File: src/hw/spi_erc_pkg.sv
// Purpose: shared constants for the serial peripheral enable/reset control
// Assumes: 25 MHz system clock, 8-bit words
// Notes: no register bus; control bits are plain ports
package spi_erc_pkg;
	localparam int WORD_W = 8;
	localparam int CNT_W = 4;
	localparam logic [CNT_W-1:0] BIT_LAST = 4'h7;
	// reset values of control state
	localparam logic RST_ENABLE = 1'b0;
	localparam logic RST_MASTER = 1'b0;
	localparam logic RST_FAULT_DIS = 1'b0;
	localparam logic RST_HOLD_SEL = 1'b0;
	localparam logic RST_TX_EMPTY = 1'b1;
	// master link clock divider: one enable pulse every DIV_CYCLES
	localparam int SYS_CLK_HZ = 25000000;
	localparam int LINK_HZ = 3125000;
	localparam int DIV_CYCLES = SYS_CLK_HZ / LINK_HZ;
	localparam logic [CNT_W-1:0] DIV_LAST = CNT_W'(DIV_CYCLES - 1);
	typedef enum logic [1:0] {ST_IDLE, ST_SHIFT, ST_DONE} xfer_e;
endpackage

File: src/hw/spi_enable_reset_control.sv
// Purpose: enable, disable, soft reset and fault gating of a serial unit
// Assumes: one system clock; link pins sampled through synchronisers
// Notes: word stream is 8 bits, msb first, mode 0
// Notes on behaviour
// - in slave mode a disable command is ignored; only soft reset stops
// - writing one to soft_reset_bit resets the unit
// - hold select on channel 0 with fault detection on blocks starts
// - setting fault_detect_disable lets held-select transfers start again
// - writes to tx_holding_reg while disabled are discarded
// - disable keeps tx_holding_empty; discarded write leaves it set
`timescale 1ns/1ps
`default_nettype none
module spi_enable_reset_control
	import spi_erc_pkg::*;
(
	input wire logic i_sys_clk,
	input wire logic i_nrst,
	// control_reg strobes
	input wire logic i_enable_cmd,
	input wire logic i_disable_cmd,
	input wire logic i_soft_reset_bit,
	// mode_reg and select0_config writes
	input wire logic i_mode_wr,
	input wire logic i_master_mode,
	input wire logic i_fault_detect_disable,
	input wire logic i_cfg_wr,
	input wire logic i_hold_select_after_transfer,
	// tx_holding_reg write (cpu or peripheral_dma_channel)
	input wire logic i_tx_wr,
	input wire logic [WORD_W-1:0] i_tx_data,
	// rx read strobe
	input wire logic i_rx_rd,
	// link pins
	input wire logic i_sck,
	input wire logic i_sel_n,
	input wire logic i_mosi,
	input wire logic i_miso,
	output logic o_sck,
	output logic o_sel_n,
	output logic o_mosi,
	output logic o_miso,
	output logic o_miso_oe,
	// status
	output logic o_enabled,
	output logic o_tx_holding_empty,
	output logic o_rx_full,
	output logic [WORD_W-1:0] o_rx_data,
	output logic o_busy,
	output logic o_fault_detect_disable,
	output logic o_hold_select_after_transfer,
	output logic o_master_mode
);
	// ------------------------------------------------------------
	// pin synchronisers
	// ------------------------------------------------------------
	logic sck_s, sel_n_s, mosi_s, miso_s;
	spi_erc_sync u_sck (.i_sys_clk(i_sys_clk), .i_nrst(i_nrst),
		.i_async(i_sck), .o_sync(sck_s));
	spi_erc_sync u_sel (.i_sys_clk(i_sys_clk), .i_nrst(i_nrst),
		.i_async(i_sel_n), .o_sync(sel_n_s));
	spi_erc_sync u_mosi (.i_sys_clk(i_sys_clk), .i_nrst(i_nrst),
		.i_async(i_mosi), .o_sync(mosi_s));
	spi_erc_sync u_miso (.i_sys_clk(i_sys_clk), .i_nrst(i_nrst),
		.i_async(i_miso), .o_sync(miso_s));

	// ------------------------------------------------------------
	// state
	// ------------------------------------------------------------
	logic en_q, en_d, master_q, master_d, fdis_q, fdis_d, hold_q, hold_d;
	logic txe_q, txe_d, rxf_q, rxf_d;
	logic [WORD_W-1:0] hold_reg_q, hold_reg_d, sh_q, sh_d, rx_q, rx_d;
	logic [CNT_W-1:0] bit_q, bit_d, div_q, div_d;
	logic sck_q, sck_d, sckp_q, sel_q, sel_d, selp_q, mo_q, mo_d;
	xfer_e st_q, st_d;
	logic start_ok, link_rise, link_fall, sel_act, tick;

	// slave edges from sampled clock; master edges from divider
	assign tick = (div_q == DIV_LAST);
	assign link_rise = master_q ? (tick && !sck_q) : (sck_s && !sckp_q);
	assign link_fall = master_q ? (tick && sck_q) : (!sck_s && sckp_q);
	assign sel_act = master_q ? 1'b1 : (!sel_n_s && !selp_q);
	// held select plus live fault detection jams start
	assign start_ok = !(hold_q && !fdis_q);

	// ------------------------------------------------------------
	// next-state logic
	// ------------------------------------------------------------
	always_comb begin
		en_d = en_q;
		master_d = master_q;
		fdis_d = fdis_q;
		hold_d = hold_q;
		txe_d = txe_q;
		rxf_d = rxf_q;
		hold_reg_d = hold_reg_q;
		sh_d = sh_q;
		rx_d = rx_q;
		bit_d = bit_q;
		div_d = tick ? '0 : div_q + 4'h1;
		sck_d = sck_q;
		sel_d = sel_q;
		mo_d = mo_q;
		st_d = st_q;
		if (i_mode_wr) begin
			master_d = i_master_mode;
			fdis_d = i_fault_detect_disable;
		end
		if (i_cfg_wr) hold_d = i_hold_select_after_transfer;
		if (i_enable_cmd) en_d = 1'b1;
		// slave ignores disable; txe untouched
		if (i_disable_cmd && master_q) en_d = 1'b0;
		// filtered write leaves empty flag set
		if (i_tx_wr && en_q) begin
			hold_reg_d = i_tx_data;
			txe_d = 1'b0;
		end
		if (i_rx_rd) rxf_d = 1'b0;
		// start sets the empty flag and that set wins over a same-cycle
		// write; software polls the flag before it writes the next word
		unique case (st_q)
			ST_IDLE: begin
				if (master_q && !hold_q) sel_d = 1'b1;
				if (en_q && !txe_q && start_ok &&
					(master_q || sel_act)) begin
					sh_d = hold_reg_q;
					txe_d = 1'b1;
					bit_d = '0;
					mo_d = hold_reg_q[WORD_W-1];
					sel_d = !master_q ? sel_q : 1'b0;
					div_d = '0;
					st_d = ST_SHIFT;
				end
			end
			ST_SHIFT: begin
				if (master_q && tick) sck_d = !sck_q;
				if (link_rise) sh_d = {sh_q[WORD_W-2:0],
					master_q ? miso_s : mosi_s};
				if (link_fall) begin
					if (bit_q == BIT_LAST) begin
						st_d = ST_DONE;
					end else begin
						bit_d = bit_q + 4'h1;
						mo_d = sh_q[WORD_W-1];
					end
				end
			end
			ST_DONE: begin
				rx_d = sh_q;
				rxf_d = 1'b1; // set wins over read clear
				if (master_q && !hold_q) sel_d = 1'b1;
				st_d = ST_IDLE;
			end
			default: st_d = ST_IDLE;
		endcase
	end

	// ------------------------------------------------------------
	// registers; soft reset clears all but the previous pin samples and drops data
	// ------------------------------------------------------------
	always_ff @(posedge i_sys_clk) begin
		// previous pin samples for edge finding; left unreset since they
		// follow the synchronisers, which are reset themselves
		sckp_q <= sck_s;
		selp_q <= sel_n_s;
		if (!i_nrst || i_soft_reset_bit) begin
			en_q <= RST_ENABLE;
			master_q <= RST_MASTER;
			fdis_q <= RST_FAULT_DIS;
			hold_q <= RST_HOLD_SEL;
			txe_q <= RST_TX_EMPTY;
			rxf_q <= 1'b0;
			hold_reg_q <= '0;
			sh_q <= '0;
			rx_q <= '0;
			bit_q <= '0;
			div_q <= '0;
			sck_q <= 1'b0;
			sel_q <= 1'b1;
			mo_q <= 1'b0;
			st_q <= ST_IDLE;
		end else begin
			en_q <= en_d;
			master_q <= master_d;
			fdis_q <= fdis_d;
			hold_q <= hold_d;
			txe_q <= txe_d;
			rxf_q <= rxf_d;
			hold_reg_q <= hold_reg_d;
			sh_q <= sh_d;
			rx_q <= rx_d;
			bit_q <= bit_d;
			div_q <= div_d;
			sck_q <= sck_d;
			sel_q <= sel_d;
			mo_q <= mo_d;
			st_q <= st_d;
		end
	end

	// ------------------------------------------------------------
	// outputs
	// ------------------------------------------------------------
	assign o_sck = sck_q;
	assign o_sel_n = sel_q;
	assign o_mosi = mo_q;
	assign o_miso = mo_q;
	assign o_miso_oe = !master_q && !sel_n_s && en_q; // slave drives
	assign o_enabled = en_q;
	assign o_tx_holding_empty = txe_q;
	assign o_rx_full = rxf_q;
	assign o_rx_data = rx_q;
	assign o_busy = (st_q != ST_IDLE);
	assign o_fault_detect_disable = fdis_q;
	assign o_hold_select_after_transfer = hold_q;
	assign o_master_mode = master_q;
endmodule
`default_nettype wire

File: src/hw/spi_erc_sync.sv
// Purpose: two-flop synchroniser for pin inputs
// Assumes: inputs asynchronous to i_sys_clk
// Notes: first stage read only by second
`timescale 1ns/1ps
`default_nettype none
module spi_erc_sync (
	input wire logic i_sys_clk,
	input wire logic i_nrst,
	input wire logic i_async,
	output logic o_sync
);
	logic meta_q;
	logic sync_q;
	// ------------------------------------------------------------
	// two stages
	// ------------------------------------------------------------
	always_ff @(posedge i_sys_clk) begin
		if (!i_nrst) begin
			meta_q <= 1'b0;
			sync_q <= 1'b0;
		end else begin
			meta_q <= i_async;
			sync_q <= meta_q;
		end
	end
	assign o_sync = sync_q;
endmodule
`default_nettype wire

File: config.mk
export PLATFORM = sky130hd
export DESIGN_NAME = spi_enable_reset_control
export DESIGN_NICKNAME = d
export VERILOG_FILES = /design/src/hw/spi_erc_pkg.sv /design/src/hw/spi_enable_reset_control.sv /design/src/hw/spi_erc_sync.sv
export SDC_FILE = /design/constraint.sdc
export NUM_CORES = 1
export LEC_CHECK = 0
export ABC_AREA = 1
export BUFFER_PORTS_ARGS = -buffer_cell sky130_fd_sc_hd__clkbuf_2
export CELL_PAD_IN_SITES_DETAIL_PLACEMENT = 0
export CELL_PAD_IN_SITES_GLOBAL_PLACEMENT = 1
export CORE_MARGIN = 1
export CORE_UTILIZATION = 35
export DETAILED_ROUTE_END_ITERATION = 16
export GPL_TIMING_DRIVEN = 0
export MAX_ROUTING_LAYER = met4
export PLACE_DENSITY_LB_ADDON = 0.1
export RECOVER_POWER = 50
export SLEW_MARGIN = 10
export SYNTH_ARGS = -nofsm -noshare
export SYNTH_HDL_FRONTEND = slang
export SYNTH_HIERARCHICAL = 1
export SYNTH_SLANG_ARGS = --single-unit
File: constraint.sdc
create_clock -name i_sys_clk -period 2.3 [get_ports i_sys_clk]
set_clock_uncertainty 0.1 [all_clocks]
set_input_delay 0.115 -clock i_sys_clk [delete_from_list [all_inputs] [get_ports i_sys_clk]]
set_output_delay 0.115 -clock i_sys_clk [all_outputs]
set_load 0.03 [all_outputs]
== After elaboration in Yosys (flattened, before gate mapping) ==
Index checks and enable logic that the tools add are counted.

* Word-level logic and storage cells: 107
* Bits of input ports: 24
* Output and inout bits: 20
* Register bits after elaboration: 53

* Mux-type cells: 31
* Add/subtract/negate cells: 2
* Reduce and logical (&&, ||, !) cells: 39
* Equal/unequal tests: 10

{| class="wikitable"
|+ Operators with widths
! kind !! number
|-
| $mux W4 || 6
|-
| $mux W8 || 2
|-
| $pmux W8 S2 || 1
|-
| $logic_and A1 B1 Y1 || 15
|-
| $mux W1 || 15
|-
| $logic_not A1 Y1 || 11
|-
| $ne A2 B2 Y1 const B || 5
|-
| $add A4 B1 Y4 const B || 2
|-
| $eq A4 B3 Y1 const B || 2
|-
| $pmux W4 S2 || 1
|-
| $reduce_bool A2 Y1 || 4
|-
| $mux W2 || 3
|-
| $reduce_and A3 Y1 || 2
|-
| $pmux W1 S2 || 2
|-
| $pmux W2 S2 || 1
|-
| $reduce_and A2 Y1 || 2
|-
| $reduce_and A4 Y1 || 1
|-
| $ne A3 B3 Y1 const B || 1
|-
| $eq A2 B1 Y1 const B || 1
|-
| $eq A2 B2 Y1 const B || 1
|-
| $logic_not A2 Y1 || 1
|-
| $logic_or A1 B1 Y1 || 2
|-
| $reduce_or A2 Y1 || 1
|}

== Depth between registers and ports, before layout ==
Gate-level depths: netlist (run 1).

* Depth in word-level cells: 7
* Depth in mapped cells: 11
* Depth with buffers taken out: 10

== Modules after synthesis ==
The synthesis (run 1) kept the hierarchy.

{| class="wikitable"
|+ Modules (own cells, without submodules)
! module !! instances !! sequential area each (µm²) !! cells each !! area an instance (µm²)
|-
| spi_enable_reset_control || 1 || 900.9 || 262 || 1910.6
|-
| spi_erc_sync || 4 || 40.0 || 6 || 55.1
|}

== Least setup slack after synthesis (run 1) ==
OpenSTA, ideal clock, no wires.

* Path type: reg2reg
* Start point: register master_q, in the netlist o_master_mode
* End point: register sh_q[1]
* Period minus slack after synthesis: 1.524 ns
* Slack: 0.776 ns
* Arrival time: 1.311 ns
* Setup time: 0.113 ns
* Cell stages (with the launch flop): 9
* Path buffers: 1
* Data required time: 2.087 ns
* Path through: dfxtp_1 -> inv_2 -> o21ai_2 -> nand2_2 -> nand2_2 -> nand3_4 -> buf_6 -> nor2_1 -> nor2_1

* Cells in the longest elaborated chain, start to end: 5
* Elaborated cells on any way between the ends: 7
* Those cells by class: eq/ne: 2; mux: 2; reduce/logical: 3

{| class="wikitable"
|+ RTL lines
! item !! RTL line !! source
|-
| start: declaration || spi_enable_reset_control.sv:69 || <nowiki>logic en_q, en_d, master_q, master_d, fdis_q, fdis_d, hold_q, hold_d;</nowiki>
|-
| start signal: assignment || spi_enable_reset_control.sv:183 || <nowiki>master_q <= master_d;</nowiki>
|-
| $mux W1 || spi_enable_reset_control.sv:81 || <nowiki>assign sel_act = master_q ? 1'b1 : (!sel_n_s && !selp_q);</nowiki>
|-
| $logic_or A1 B1 Y1 || spi_enable_reset_control.sv:124 || <nowiki>(master_q || sel_act)) begin</nowiki>
|-
| $logic_and A1 B1 Y1 || spi_enable_reset_control.sv:123 || <nowiki>if (en_q && !txe_q && start_ok &&</nowiki>
|-
| $ne A2 B2 Y1 (no source line) || -- ||
|-
| $reduce_and A3 Y1 (no source line) * || -- ||
|-
| end signal: assignment || spi_enable_reset_control.sv:173 || <nowiki>sh_q <= '0;</nowiki>
|-
| end signal: assignment || spi_enable_reset_control.sv:189 || <nowiki>sh_q <= sh_d;</nowiki>
|-
| end: declaration || spi_enable_reset_control.sv:71 || <nowiki>logic [WORD_W-1:0] hold_reg_q, hold_reg_d, sh_q, sh_d, rx_q, rx_d;</nowiki>
|}

Every way passes the cells marked *; elsewhere a longest branch is shown, timed or not.
A chain may end at the register's enable or synchronous reset.

==> summary.log, run 1 <==
qor: worst_setup_path.worstSetupEndpoint o_fault_detect_disable
qor: worst_setup_path.timing.critical_path.from i_mode_wr
qor: worst_setup_path.cp-end-kind flop
qor: floorplan.fp.coreArea 5890 µm²
qor: worst_setup_path.worstReg2RegStart div_q[0]
qor: worst_hold_path.worst_hold_path.num_cells 4
qor: finish.nNetsFinal 388
qor: power.p_clk_frac 0.335
qor: worst_setup_path.reg2reg_setup_slack 0.63 ns
qor: worst_hold_path.timing.hold.worst.class in2reg
qor: clock_tree.tritoncts_num_sinks 53
qor: detailed_routing.detail_route.drc_violations 0
qor: sta.finalMaxSlewViolations 0
qor: power.vdd_ir_drop_max 0.249 mV
qor: floorplan.die_h 80.0 µm
qor: placed_design.io_buffer_count 43
qor: finish.n_antenna_cell 0
qor: detailed_routing.detail-route-antenna-nets 0
qor: worst_hold_path.hold_path_startpoint i_soft_reset_bit
qor: logic_synthesis.synth_area 2130 µm²
qor: worst_setup_path.worstPathMaxFanout 2
qor: logic_synthesis.seq_cells_post_synth 53
qor: worst_setup_path.worstPathArrival 2.03 ns
qor: global_routing.grt_pass1_vias 1855
qor: detailed_routing.avgRoutedWirePerCell 11.6 µm
qor: clock_tree.post_cts_resize_count 0
qor: placed_design.place_inst 404
qor: logic_synthesis.synth_commonest_cells nor2_1 (55), dfxtp_1 (53), nand2_1 (51), inv_1 (32), o21ai_0 (30)
qor: logic_synthesis.synth_fp_nets 312
qor: power.combinational_cell_fraction_of_total_power 0.076
qor: global_routing.grt_pass1_wl 8350 µm
qor: detailed_routing.detail_route.iter0.violations 87
qor: clock_tree.clock_tree.htree_level_count 2
qor: global_routing.globalRoute.totalOverflow 0
qor: power.power.leakage 1.27 nW
qor: floorplan.initial_core_util 0.362
qor: detailed_routing.drt-total-wl 5080 µm
qor: logic_synthesis.synth.avg_cell_area 7.45 µm²
qor: sta.final_critical_path_setup_slack 0.432 ns
qor: sta.max_slew_margin 0.622
qor: sta.setup_repair_after_global_routing_missed_its_margin false
qor: floorplan.floorplan.rows 28
qor: sta.post-route-period-util 0.812
qor: worst_setup_path.timing_worst_setup_path_type in2reg
qor: sta.worst_pin_slew 0.565 ns
qor: logic_synthesis.synth-warning-count 6
qor: power.intPower 1.20 mW
qor: logic_synthesis.synth-seq-area-share 0.498
qor: logic_synthesis.synth_top_area_frac 0.498
qor: detailed_routing.drt_pre_antenna_iters 4
qor: logic_synthesis.post_synth_num_cell_types 30
qor: finish.nFillCells 627
qor: logic_synthesis.synth-edff-count 0
qor: logic_synthesis.asyncSetResetFlopFracSynth 0
qor: sta.report.final.setup_viol 0
qor: clock_tree.clk_pin_slew_worst_paths 0.10 ns
qor: clock_tree.cts.root.buffer_cell clkbuf_8
qor: floorplan.floorplan.die_area 6400 µm²
qor: power.power.switching 0.393 mW
qor: floorplan.floorplan.io_pins 44
qor: placed_design.post-place-ws 0.603 ns
qor: sta.fin_tns_setup 0 ns
qor: power.sw_frac_of_total 0.246
qor: logic_synthesis.synth.most_common_cell nor2_1
qor: logic_synthesis.synth.largest_area_cell dfxtp_1
qor: clock_tree.worst_skew_pair.late_latency 0.31 ns
qor: clock_tree.numCtsBuffers 5
qor: job.drv.max_cap_violation_count 0
qor: global_routing.antenna_found_initial 0
qor: run_status.outcome complete, no violations
qor: worst_setup_path.rr_worst_depth 9
qor: floorplan.floorplan.die.width 80.0 µm
qor: worst_setup_path.worst_r2r_endpoint sh_q[5]
qor: logic_synthesis.synthTopCellsByArea dfxtp_1 (50%), nor2_1 (9.7%), nand2_1 (9.0%), o21ai_0 (7.0%), inv_1 (5.6%)
qor: power.pwr-share-seq 0.590
qor: detailed_routing.route.detailed.vias_per_inst 4.50
qor: sta.fmax 535 MHz
qor: clock_tree.ctsHoldBuffers 26
qor: sta.final_hold_viol_count 0
qor: power.power_per_cell_area 578 nW/µm²
qor: logic_synthesis.ys.flop_type dfxtp_1
qor: sta.fin_hold_ws 0.0481 ns
qor: placed_design.place_hpwl 3360 µm
qor: worst_setup_path.required 2.46 ns
qor: clock_tree.post_cts_buffers 0
qor: logic_synthesis.netlist_instances 286
qor: global_routing.maximum_number_of_pins_on_one_net_before_global_route_repair 17
qor: sta.period_minus_slack 1.87 ns
qor: global_routing.gr-usage-all-layers 0.177
qor: finish.area_growth_synth_to_finish 29.6%
qor: detailed_routing.via_count 1966
qor: placed_design.place.gp.congestion 0.738
qor: worst_setup_path.critical_path.startpoint_type primary input
qor: finish.drive_gt1_frac 0.138
qor: finish.post_layout_nonfiller_instances 437
qor: clock_tree.tritoncts done
qor: clock_tree.cts-root-to-sink-buffers 2
-- sequential cells by signal, summed over array words and instances (netlist names), 2 cells and up --
| name | cells |
|---|---|
| sh_q | 8 |
| o_rx_data | 8 |
| hold_reg_q | 8 |
| st_q | 2 |
| bit_q | 4 |
| div_q | 4 |
-- power groups by stage --
stage	sequential, mW	combinational (mW)	clock (mW)
3_3_place_gp	0.963	0.0877	0
4_1_cts	0.942	0.122	0.545
5_1_grt	0.944	0.136	0.578
6_report	0.942	0.121	0.535
3_5_place_dp	0.963	0.0884	0
2_1_floorplan	0.967	0.0436	0
-- logic make-up after synthesis --
| group | after synthesis | synth area share |
|---|---|---|
| flops | 53 | 0.498 |
| fa+ha+maj | 2 | 0.0117 |
| simple gates | 134 | 0.268 |
| xor+xnor | 1 | 0.00411 |
| buf+inv | 44 | 0.0851 |
| compound gates | 52 | 0.133 |
-- metal layers --
layer,GRT usage,wire length [µm],vias to the layer above
met5,-,0,-
met4,0.0679,70,0
met3,0.0343,124,7
met2,0.282,2300,25
met1,0.222,2590,884
li1,-,-,1050
-- layout by cell type (no fill, tap or decap), types with 14 or more instances in the layout --
cell type      Yosys  routed
nor2_1            55      55
dfxtp_1           53      53
nand2_1           51      51
inv_1             32      33
o21ai_0           30      30
dlygate4sd3_1      0      26
clkbuf_2           0      24
clkbuf_1           3      22
a21oi_1           15      15
nand3_1           14      14
-- through the flow --
step	area (µm²)	power (mW)	utilization
2_1_floorplan	2130	1.01	-
3_3_place_gp	2440	1.05	0.415
3_5_place_dp	2440	1.05	0.415
4_1_cts	2790	1.61	0.473
5_1_grt	2760	1.66	0.469
6_report	2760	1.60	0.469
-- worst max-delay path, cell delays in order --
cell	delay [ns]
dlygate4sd3_1	0.53
clkbuf_2	0.11
nand2_1	0.04
dlygate4sd3_1	0.55
a21oi_1	0.13
dlygate4sd3_1	0.55
-- how the worst min path moves through the flow --
stage / end / slack [ns]
floorplan: u_miso/meta_q / 0.11
global placement: u_sel/meta_q / 0.19
detailed placement: u_mosi/meta_q / 0.20
CTS: o_rx_data[1] / 0.05
global route: o_rx_data[1] / 0.07
finish: o_rx_data[2] / 0.05
-- cell type report --
class | instances | area [µm²] | share of cell area
buffer | 7 | 40.0 | 0.0145
clock buffer | 5 | 68.8 | 0.0249
clock inverter | 2 | 16.3 | 0.00589
inverter | 37 | 141 | 0.0512
multi-input combinational | 189 | 888 | 0.322
sequential | 53 | 1060 | 0.384
tap | 75 | 93.8 | 0.0340
timing repair buffer | 69 | 452 | 0.164
Note: power is estimated with default switching activity, not from simulation.
==> run 2, diff against run 1 <==
==> constraint.sdc (replaced) <==
create_clock -name i_sys_clk -period 1.9 [get_ports i_sys_clk]
set_clock_uncertainty 0.1 [all_clocks]
set_input_delay 0.095 -clock i_sys_clk [delete_from_list [all_inputs] [get_ports i_sys_clk]]
set_output_delay 0.095 -clock i_sys_clk [all_outputs]
set_load 0.03 [all_outputs]
==> summary.log, run 2 (same netlist as run 1, synthesis figures left out) <==
qor: worst_setup_path.critPathMostFrequentCell nand2_1 [was dlygate4sd3_1]
qor: finish.layout_commonest_cell nor2_1 [unchanged]
qor: placed_design.placement.cell_area 2440 µm² [unchanged]
qor: sta.setup_repair_after_global_routing_missed_its_margin false [unchanged]
qor: worst_setup_path.worstPathArrival 1.78 ns [was 2.03 ns]
qor: job.drv.max_cap_violation_count 0 [unchanged]
qor: floorplan.floorplan.die.width 80.0 µm [unchanged]
qor: worst_setup_path.critical_path.startpoint_type flop [was primary input]
qor: floorplan.die_h 80.0 µm [unchanged]
qor: worst_setup_path.worst_r2r_endpoint st_q[0] [was sh_q[5]]
qor: worst_hold_path.worst_hold_path.num_cells 4 [unchanged]
qor: sta.max_slew_margin 0.627 [was 0.622]
qor: floorplan.initial_core_util 0.362 [unchanged]
qor: finish.postLayoutCellArea 2790 µm² [was 2760 µm²]
qor: finish.mostFrequentLayoutCells nor2_1 (54), dfxtp_1 (53), nand2_1 (51) [was nor2_1 (55), dfxtp_1 (53), nand2_1 (51)]
qor: placed_design.place_inst 404 [unchanged]
qor: worst_setup_path.cp-end-kind flop [unchanged]
qor: detailed_routing.detail_route.drc_violations 0 [unchanged]
qor: worst_setup_path.crit_path_cell_trace ha_1, nand2_1, nor2_2, nand2_1, o21ai_4, buf_4, nand3_1, nand2_1, inv_1 [was dlygate4sd3_1, clkbuf_2, nand2_1, dlygate4sd3_1, a21oi_1, dlygate4sd3_1]
qor: run_status.outcome complete, no violations [unchanged]
qor: detailed_routing.detail-route-antenna-nets 0 [unchanged]
qor: worst_setup_path.worstReg2RegStart div_q[0] [unchanged]
qor: worst_setup_path.timing_worst_setup_path_type reg2reg [was in2reg]
qor: placed_design.place.gp.congestion 0.738 [unchanged]
qor: clock_tree.clock_tree.htree_level_count 2 [unchanged]
qor: floorplan.floorplan.die_area 6400 µm² [unchanged]
qor: sta.fin_tns_setup 0 ns [unchanged]
qor: worst_hold_path.endpoint_with_the_worst_hold_slack o_rx_data[2] [unchanged]
qor: clock_tree.tritoncts done [unchanged]
qor: global_routing.grt_pass1_wl 8320 µm [was 8350 µm]
qor: global_routing.maximum_number_of_pins_on_one_net_before_global_route_repair 17 [unchanged]
qor: global_routing.antenna_found_initial 0 [unchanged]
qor: detailed_routing.route.detailed.vias_per_inst 4.50 [about the same]
qor: detailed_routing.avgRoutedWirePerCell 11.5 µm [was 11.6 µm]
qor: finish.n_antenna_cell 0 [unchanged]
qor: power.vdd_ir_drop_max 0.302 mV [was 0.249 mV]
qor: finish.post_layout_nonfiller_instances 439 [was 437]
qor: placed_design.io_buffer_count 43 [unchanged]
qor: worst_setup_path.worstPathMaxFanout 6 [was 2]
qor: clock_tree.cts-root-to-sink-buffers 2 [unchanged]
qor: detailed_routing.detail_route.iter0.violations 85 [was 87]
qor: global_routing.grt_pass1_vias 1852 [was 1855]
qor: clock_tree.clk_pin_slew_worst_paths 0.10 ns [about the same]
qor: sta.finalMaxSlewViolations 0 [unchanged]
qor: worst_hold_path.hold_path_startpoint i_soft_reset_bit [unchanged]
qor: worst_setup_path.crit_path_max_incr_delay 0.37 ns [was 0.55 ns]
qor: floorplan.floorplan.io_pins 44 [unchanged]
qor: detailed_routing.drt-total-wl 5060 µm [was 5080 µm]
qor: clock_tree.worst_skew_pair.late_latency 0.31 ns [about the same]
qor: worst_setup_path.reg2reg_setup_slack 0.24 ns [was 0.63 ns]
qor: worst_setup_path.rr_worst_depth 9 [unchanged]
qor: worst_setup_path.crit_slowest_cell dfxtp_1 [was dlygate4sd3_1]
qor: floorplan.floorplan.rows 28 [unchanged]
qor: detailed_routing.drt_pre_antenna_iters 4 [unchanged]
qor: sta.final_hold_viol_count 0 [unchanged]
qor: power.power_per_cell_area 694 nW/µm² [was 578 nW/µm²]
qor: worst_setup_path.cp_top_family simple AND/OR/NAND/NOR gates [was buffers and inverters]
qor: worst_setup_path.required 2.02 ns [was 2.46 ns]
qor: finish.drive_gt1_frac 0.146 [was 0.138]
qor: sta.post-route-period-util 0.872
qor: sta.period_minus_slack 1.66 ns
qor: worst_setup_path.buf_inv_on_cp 2 [was 4]
qor: global_routing.globalRoute.totalOverflow 0 [unchanged]
qor: global_routing.gr-usage-all-layers 0.177 [about the same]
qor: clock_tree.cts.root.buffer_cell clkbuf_8 [unchanged]
qor: clock_tree.numCtsBuffers 5 [unchanged]
qor: floorplan.fp.coreArea 5890 µm² [unchanged]
qor: power.power.leakage 1.29 nW [was 1.27 nW]
qor: detailed_routing.via_count 1977 [was 1966]
qor: finish.area_growth_synth_to_finish 30.7% [was 29.6%]
qor: placed_design.place_hpwl 3360 µm [unchanged]
qor: sta.fmax 604 MHz
qor: finish.nNetsFinal 390 [was 388]
qor: sta.worst_pin_slew 0.557 ns [was 0.565 ns]
qor: worst_hold_path.timing.hold.worst.class in2reg [unchanged]
qor: sta.report.final.setup_viol 0 [unchanged]
qor: clock_tree.tritoncts_num_sinks 53 [unchanged]
-- run 2: worst max-delay path by stage --
stage                              from                     end  slack (ns)  cells after the start
final                          div_q[0]                 st_q[0]        0.24                      9
after floorplan           o_master_mode                 sh_q[1]        0.38                      8
after global placement           i_nrst                   o_sck        0.24                      6
after detailed placement         i_nrst                   o_sck        0.22                      6
after CTS                     i_mode_wr  o_fault_detect_disable        0.07                      6
after global routing      o_master_mode                bit_q[0]        0.02                      8
-- run 2: per-stage QoR --
step	utilization	hold slack [ns]	total power, mW	worst slack (ns)
after detailed placement	0.415	0.176	1.27	0.223
final	0.473	0.0290	1.93	0.243
after floorplan	-	0.0885	1.22	0.376
after global routing	0.473	0.0471	2.01	0.0225
after global placement	0.415	0.171	1.27	0.242
after CTS	0.475	0.0340	1.95	0.0720
-- run 2: worst reg2reg max path, cell delays in order (launching register included) --
cell     delay (ns)
dfxtp_1        0.37
ha_1           0.17
nand2_1        0.09
nor2_2         0.15
nand2_1        0.13
o21ai_4        0.23
buf_4          0.16
nand3_1        0.08
nand2_1        0.07
inv_1          0.03
-- run 2: final cells by class --
cell class / count / area (µm²)
Inverter: 37 / 141
Buffer: 7 / 41.3
Clock inverter: 2 / 16.3
Timing Repair Buffer: 71 / 472
Clock buffer: 5 / 68.8
Multi-Input combinational cell: 189 / 891
Tap cell: 75 / 93.8
Fill cell: 622 / 3100
Sequential cell: 53 / 1060
-- run 2: where the power goes --
part / switching [mW] / total [mW] / internal [mW]
sequential: 0.0109 / 1.14 / 1.13
combinational: 0.0725 / 0.148 / 0.0752
clock: 0.391 / 0.647 / 0.255
-- run 2: per-layer routing --
| layer | up-vias | GRT usage | part of all wire |
|---|---|---|---|
| met5 | - | - | 0 |
| met4 | 0 | 0.0679 | 0.014 |
| met3 | 7 | 0.0343 | 0.034 |
| met2 | 28 | 0.283 | 0.45 |
| met1 | 892 | 0.220 | 0.50 |
| li1 | 1050 | - | - |
-- run 2: repair_timing --
item                                   in CTS  in global routing
setup endpoints to repair                   0                  6
hold buffers                               27                  0
endpoints found under the hold margin      21                  0
setup buffers                               0                  1
gates resized for setup                     0                  4
